===== src/common/spir_defs.vh =====
`ifndef SPIR_DEFS_VH
`define SPIR_DEFS_VH
// register addresses in the special-function space
`define SPIR_ADDR_PWR 8'h87
`define SPIR_ADDR_REG 8'hc9
`define SPIR_ADDR_EIE 8'he6
`define SPIR_ADDR_VDM 8'hff
// reset values
`define SPIR_RST_PWR 8'h00
`define SPIR_RST_REG 8'h50
`define SPIR_RST_EIE 8'h00
`define SPIR_RST_VDM 8'h90
// regulator control fields
`define SPIR_REG_DIS 7
`define SPIR_REG_RSV6 6
`define SPIR_REG_OSEL 4
`define SPIR_REG_DROP 0
// power control fields
`define SPIR_PWR_STOP 1
`define SPIR_PWR_IDLE 0
// interrupt enable fields
`define SPIR_EIE_MAT 7
`define SPIR_EIE_REG 6
`define SPIR_EIE_LIN 5
`define SPIR_EIE_CPR 4
`define SPIR_EIE_CPF 3
`define SPIR_EIE_PCA 2
`define SPIR_EIE_ADC 1
`define SPIR_EIE_WIN 0
// supply monitor fields
`define SPIR_VDM_EN 7
`define SPIR_VDM_STAT 6
`define SPIR_VDM_LVL 5
`define SPIR_VDM_LEN 4
`endif


===== src/core/spir_regs.v =====
`include "spir_defs.vh"
`default_nettype none
module spir_regs (
  // clock and reset
  input wire core_clk,
  input wire arst_n,
  // special-function bus
  input wire [7:0] sfr_addr,
  input wire [7:0] sfr_wdata,
  input wire sfr_wr,
  input wire sfr_rd,
  output reg [7:0] sfr_rdata,
  // status inputs
  input wire dropout_in,
  input wire vdd_above_in,
  input wire wake_in,
  // interrupt sources
  input wire port_match_src,
  input wire dropout_src,
  input wire lin_src,
  input wire cmp_rise_src,
  input wire cmp_fall_src,
  input wire counter_array_src,
  input wire conversion_done_flag,
  input wire window_compare_flag,
  // controls
  output reg regulator_disable,
  output reg regulator_output_select,
  output reg stop_mode,
  output reg idle_mode,
  output reg supply_monitor_en,
  output reg supply_threshold_select,
  output reg level_monitor_en,
  output reg [7:0] irq_req
);
  reg [7:0] eie_r;
  reg rsv6_r;
  reg [3:0] vdm_rsv_r;
  wire [7:0] req_nxt;
  wire wr_pwr = sfr_wr && (sfr_addr == `SPIR_ADDR_PWR);
  wire wr_reg = sfr_wr && (sfr_addr == `SPIR_ADDR_REG);
  wire wr_eie = sfr_wr && (sfr_addr == `SPIR_ADDR_EIE);
  wire wr_vdm = sfr_wr && (sfr_addr == `SPIR_ADDR_VDM);
  wire [7:0] src_vec = {port_match_src, dropout_src, lin_src, cmp_rise_src,
    cmp_fall_src, counter_array_src, conversion_done_flag, window_compare_flag};

  // enable mask applied to each source
  spir_irq_gate u_gate (
    .mask(eie_r),
    .src(src_vec),
    .req(req_nxt)
  );

  always @(posedge core_clk or negedge arst_n) begin
    if (!arst_n) begin
      eie_r <= `SPIR_RST_EIE;
      rsv6_r <= 1'b1;
      vdm_rsv_r <= 4'h0;
      regulator_disable <= 1'b0;
      regulator_output_select <= 1'b1;
      stop_mode <= 1'b0;
      idle_mode <= 1'b0;
      supply_monitor_en <= 1'b1;
      supply_threshold_select <= 1'b0;
      level_monitor_en <= 1'b1;
      irq_req <= 8'h00;
      sfr_rdata <= 8'h00;
    end else begin
      if (wr_reg) begin
        regulator_disable <= sfr_wdata[`SPIR_REG_DIS];
        rsv6_r <= sfr_wdata[`SPIR_REG_RSV6];
        regulator_output_select <= sfr_wdata[`SPIR_REG_OSEL];
      end
      if (wr_pwr && sfr_wdata[`SPIR_PWR_STOP]) begin
        stop_mode <= 1'b1;
      end else if (wake_in) begin
        stop_mode <= 1'b0;
      end
      if (wr_pwr && sfr_wdata[`SPIR_PWR_IDLE]) begin
        idle_mode <= 1'b1;
      end else if (wake_in) begin
        idle_mode <= 1'b0;
      end
      if (wr_eie) begin
        eie_r <= sfr_wdata;
      end
      if (wr_vdm) begin
        supply_monitor_en <= sfr_wdata[`SPIR_VDM_EN];
        supply_threshold_select <= sfr_wdata[`SPIR_VDM_LVL];
        level_monitor_en <= sfr_wdata[`SPIR_VDM_LEN];
        vdm_rsv_r <= 4'h0;
      end
      irq_req <= req_nxt;
      if (sfr_rd) begin
        case (sfr_addr)
          `SPIR_ADDR_PWR: sfr_rdata <= 8'h00;
          `SPIR_ADDR_REG: sfr_rdata <= {regulator_disable, rsv6_r, 1'b0,
            regulator_output_select, 3'h0, dropout_in};
          `SPIR_ADDR_EIE: sfr_rdata <= eie_r;
          `SPIR_ADDR_VDM: sfr_rdata <= {supply_monitor_en, vdd_above_in,
            supply_threshold_select, level_monitor_en, vdm_rsv_r};
          default: sfr_rdata <= 8'h00;
        endcase
      end
    end
  end
endmodule
`default_nettype wire


===== src/core/spir_irq_gate.v =====
`default_nettype none
module spir_irq_gate (
  // mask and sources
  input wire [7:0] mask,
  input wire [7:0] src,
  // gated requests
  output wire [7:0] req
);
  assign req = mask & src;
endmodule
`default_nettype wire


===== config.mk =====
export PLATFORM = sky130hd
export DESIGN_NAME = spir_regs
export DESIGN_NICKNAME = d
export VERILOG_FILES = /design/src/core/spir_regs.v /design/src/core/spir_irq_gate.v
export VERILOG_INCLUDE_DIRS = /design/src /design/src/common
export SDC_FILE = /design/constraint.sdc
export NUM_CORES = 1
export LEC_CHECK = 0
export ABC_AREA = 1
export BUFFER_PORTS_ARGS = -buffer_cell sky130_fd_sc_hd__clkbuf_2
export CAP_MARGIN = 10
export CORE_MARGIN = 10
export CORE_UTILIZATION = 50
export CTS_BUF_LIST = sky130_fd_sc_hd__clkbuf_4 sky130_fd_sc_hd__clkbuf_8
export CTS_CLUSTER_SIZE = 25
export DETAILED_ROUTE_END_ITERATION = 6
export PLACE_DENSITY = 0.85
export SYNTH_ARGS = -nofsm -noshare
export SYNTH_HDL_FRONTEND = slang
export SYNTH_SLANG_ARGS = --single-unit

===== constraint.sdc =====
create_clock -name core_clk -period 1.1 [get_ports core_clk]
set_input_delay 0.055 -clock core_clk [delete_from_list [all_inputs] [get_ports core_clk]]
set_output_delay 0.055 -clock core_clk [all_outputs]
set_load 0.01 [all_outputs]

* Word level (Yosys, flattened, before mapping)
Index checks and enable logic that the tools add are counted. W data, S select, Z words.
Word-level totals: input bits 31, bits in registers 32, logic and storage cells 28
Cells by class: bitwise gates (word level) 1, equality and inequality tests 4, reductions and logical operators 8, multiplexer cells 4
Operator list (count):
- $eq A8 B8 Y1 const B | 4
- $pmux W8 S3 | 1
- $and A8 B8 Y8 | 1
- $logic_and A1 B1 Y1 | 6
- $reduce_bool A2 Y1 | 2
- $mux W1 | 3

* Logic depth before layout (Yosys ltp)
depth in word-level cells 4, depth in mapped cells 7, depth with buffers taken out 7

* Hierarchy
From an unflattened synthesis, not the netlist that was laid out.
Second synthesis, totals: cell total of the unflattened synthesis 168, area, all modules 1433.9 sq um
Modules (own cells, without submodules):
- spir_regs | times used 1, cells each 152, area an instance 1373.8 sq um
- spir_irq_gate | times used 1, cells each 16, area an instance 60.1 sq um

* Worst setup path before layout
No wires, ideal clock.
path kind register -> register, start point register level_monitor_en, end point register sfr_rdata[4], setup slack 0.237 ns, cell stages (with the launch flop) 5, data arrival time 0.798 ns, library setup time 0.065 ns, clock period less this slack 0.863 ns, path buffers 0, cells stage by stage dfstp_2 nand3_1 nand3_1 nand2_1 nand2_1
Between the ends: cells in the longest elaborated chain, start to end 1
RTL lines:
- start, declared | line spir_regs.v:33 | output reg level_monitor_en,
- start signal, assigned | line spir_regs.v:90 | level_monitor_en <= sfr_wdata[`SPIR_VDM_LEN];
- $pmux W8 S3 | line spir_regs.v:95 | case (sfr_addr)
- end signal, assigned | line spir_regs.v:97 | `SPIR_ADDR_REG: sfr_rdata <= {regulator_disable, rsv6_r, 1'b0,
- end signal, assigned | line spir_regs.v:99 | `SPIR_ADDR_EIE: sfr_rdata <= eie_r;
- end signal, assigned | line spir_regs.v:100 | `SPIR_ADDR_VDM: sfr_rdata <= {supply_monitor_en, vdd_above_in,
- end, declared | line spir_regs.v:12 | output reg [7:0] sfr_rdata,
Every way passes these cells. A chain may end at the register's enable or synchronous reset.

* Worst setup path in the final report
start point register level_monitor_en, end point output level_monitor_en
No word-level cell between the ends.

==> qor.csv <==
metric,value,unit
status,finished clean,
critical_path.top_delay_family,flip-flops,
swShare,23.97,%
die_y,73.58,um
postSynthCellCount,173,
antenna_left,0,
tightestPinTransition,0.4470,ns
die_x,73.58,um
rsz0062_at_grt,true,
period_minus_slack,1.064,ns
grt_pass1_wl,6.306,mm
place_congestion,0.8627,
pin_count,54,
p_leak,1.186,nW
grt_max_degree,18,
max_freq,939.5,MHz
wl_per_cell,13.49,um
antennaDiodeCount,0,
first_pass_iters,4,
clkTransAtPathRegs,0.10,ns
cts_tree,built,
critPathMaxStageDelay,0.57,ns
dpl_cell_area,0.001770,mm^2
clockPowerShare,36.6,%
first_iter_violations,129,
multiInputGateArea,524.3,um^2
regArea,805.8,um^2
ys_warn_count,0,
final_nets,286,
clock_path_buffers,2,
start_util,52.04,%
overflow,0,
die_area,0.005413,mm^2
drv_slew,0,
p_int,0.001827,W
vdd_drop_max,1.306,mV
cp_max_fo,2,
synth_nets,204,
setup_slack,0.03556,ns
n_fill_cell,195,
critPathArrivalTime,1.01,ns
cts-buffers-inserted,5,
cts_root_buffer,clkbuf_4,
fin_crit_sh,96.77,%
fin_area,0.002058,mm^2
hold_viol,0,
antenna_found_initial,0,
num_vias,1405,
vias_per_cell,4.895,
finClkSkew,0.006357,ns
drive_gt1_share,32.42,%
path_class,flop to output port,
placementRows,19,
crit_path_cell_trace,buf_6,
cap_viol_max_count,0,
cpMaxStageDelayCell,dfstp_2,
synth_seq_area_share,56.15,%
htreeDepth,2,
grt_pass1_vias,1352,
grt_usage,14.66,%
clock_latency,0.33,ns
p_switching,0.0005760,W
combPwrFrac,11.8,%
setup_tns,0,ns
seq_power_share,51.6,%
post-place-ws,0.07279,ns
core,0.002758,mm^2
slew_headroom,70.20,%
clkSinkCount,32,
setup_violations,0,
synth-seq-cells,32,
required,1.04,ns
portBuffers,53,
finalWirelength,3.871,mm
crit_buf_inv,1,
syn_area_per_cell,8.296,um^2
startpoint_type,flop,
power_density,1168,mW/mm^2
hpwl,2.876,mm
ys_types,17,
cp-end-kind,output port,
power,0.002403,W
syn_to_final_growth,43.42,%
hold_class,primary input to flop,
post-route-drc-count,0,
syn_area,0.001435,mm^2
-- cells in the mapped netlist --
master / number / area share [%]
dfrtp_1: 28 / 49
nand2_1: 65 / 17
nand3_1: 15 / 5.2
inv_1: 22 / 5.8
nor2_4: 3 / 2.4
nand3_2: 1 / 0.70
o21ai_0: 7 / 2.4
clkbuf_1: 1 / 0.26
dfstp_2: 4 / 7.3
o21ai_1: 13 / 4.5
nand2_2: 2 / 0.87
nor2_2: 4 / 1.7
buf_6: 1 / 0.78
nand4_1: 2 / 0.87
nor2_1: 3 / 0.78
buf_1: 1 / 0.26
inv_2: 1 / 0.26
-- metrics by stage --
stage / util (%) / instances / hold slack (ns)
3_3_place_gp: 64.20 / 259 / 0.01402
3_5_place_dp: 64.20 / 259 / 0.01818
6_report: 74.64 / 287 / 0.02890
2_1_floorplan: - / 173 / -0.2406
4_1_cts: 73.64 / 285 / 0.02692
5_1_grt: 74.64 / 287 / 0.03537
-- worst reg2reg max path, stage by stage (launching register included) --
cell and delay, ns:
dfstp_2 0.57, buf_4 0.12, nand3_1 0.07, nand3_1 0.11, nand2_1 0.06, nand2_1 0.06
-- cell usage in the layout (no fill, tap or decap), drive strengths merged --
cell type	synthesis	layout
buf	2	9
bufinv	0	1
clkbuf	1	56
clkinv	0	1
clkinvlp	0	1
dfrtp	28	28
dfstp	4	4
dlygate4sd3	0	18
inv	23	23
nand2	67	67
nand3	16	16
nand4	2	2
nor2	10	10
o21ai	20	20
-- flip-flops by register name, summed over array words and instances (netlist names) --
name	count
regulator_output_select	1
supply_monitor_en	1
level_monitor_en	1
stop_mode	1
regulator_disable	1
irq_req	8
rsv6_r	1
sfr_rdata	8
eie_r	8
idle_mode	1
supply_threshold_select	1
-- cells by family after synthesis --
logic type / synth area share (%)
AND/OR/NAND/NOR: 29.55
flip-flops: 56.15
buffers and inverters: 7.323
AO/OA/AOI/OAI: 6.974
-- power by group through the flow --
stage               registers [W]  clock network [W]  logic (W)
global route              0.00124           0.000947   0.000317
detailed placement        0.00126                  0   0.000223
floorplan                 0.00127                  0  0.0000785
global placement          0.00126                  0   0.000218
CTS                       0.00124           0.000894   0.000273
finish                    0.00124           0.000880   0.000283
-- layout make-up --
| type | count | share of cell area [%] |
|---|---|---|
| Sequential cell | 32 | 39.15 |
| Clock inverter | 3 | 2.067 |
| Clock buffer | 5 | 1.824 |
| Multi-Input combinational cell | 115 | 25.47 |
| Timing Repair Buffer | 78 | 25.41 |
| Tap cell | 31 | 1.885 |
| Inverter | 23 | 4.195 |
-- final timing paths --
path	from	endpoint	slack (ns)	cells past startpoint
setup / recovery	level_monitor_en$_DFFE_PN1P_	level_monitor_en	0.04	1
min in group asynchronous	arst_n	sfr_rdata[5]$_DFFE_PN0P_	0.19	2
setup reg to reg	level_monitor_en$_DFFE_PN1P_	sfr_rdata[4]$_DFFE_PN0P_	0.07	5
hold reg to reg	rsv6_r$_DFFE_PN1P_	rsv6_r$_DFFE_PN1P_	0.49	2
hold / removal	sfr_wr	supply_monitor_en$_DFFE_PN1P_	0.03	3
max in group asynchronous	arst_n	sfr_rdata[1]$_DFFE_PN0P_	0.47	3
-- repair_timing --
action / 4_1_cts / 5_1_grt
hold endpoints to repair: 56 / 0
hold buffers: 18 / 0
resized for setup: 0 / 4
endpoints found under the setup margin: 0 / 3
buffers inserted: 0 / 2
-- metal layers --
layer	routed length, um	up-vias	global-route usage (%)
met1	1486	638	17.16
met2	1980	52	24.62
met4	104	0	5.176
met5	0	-	0
met3	299	12	4.441
li1	-	703	-
Power figures use the tool's default switching activity.
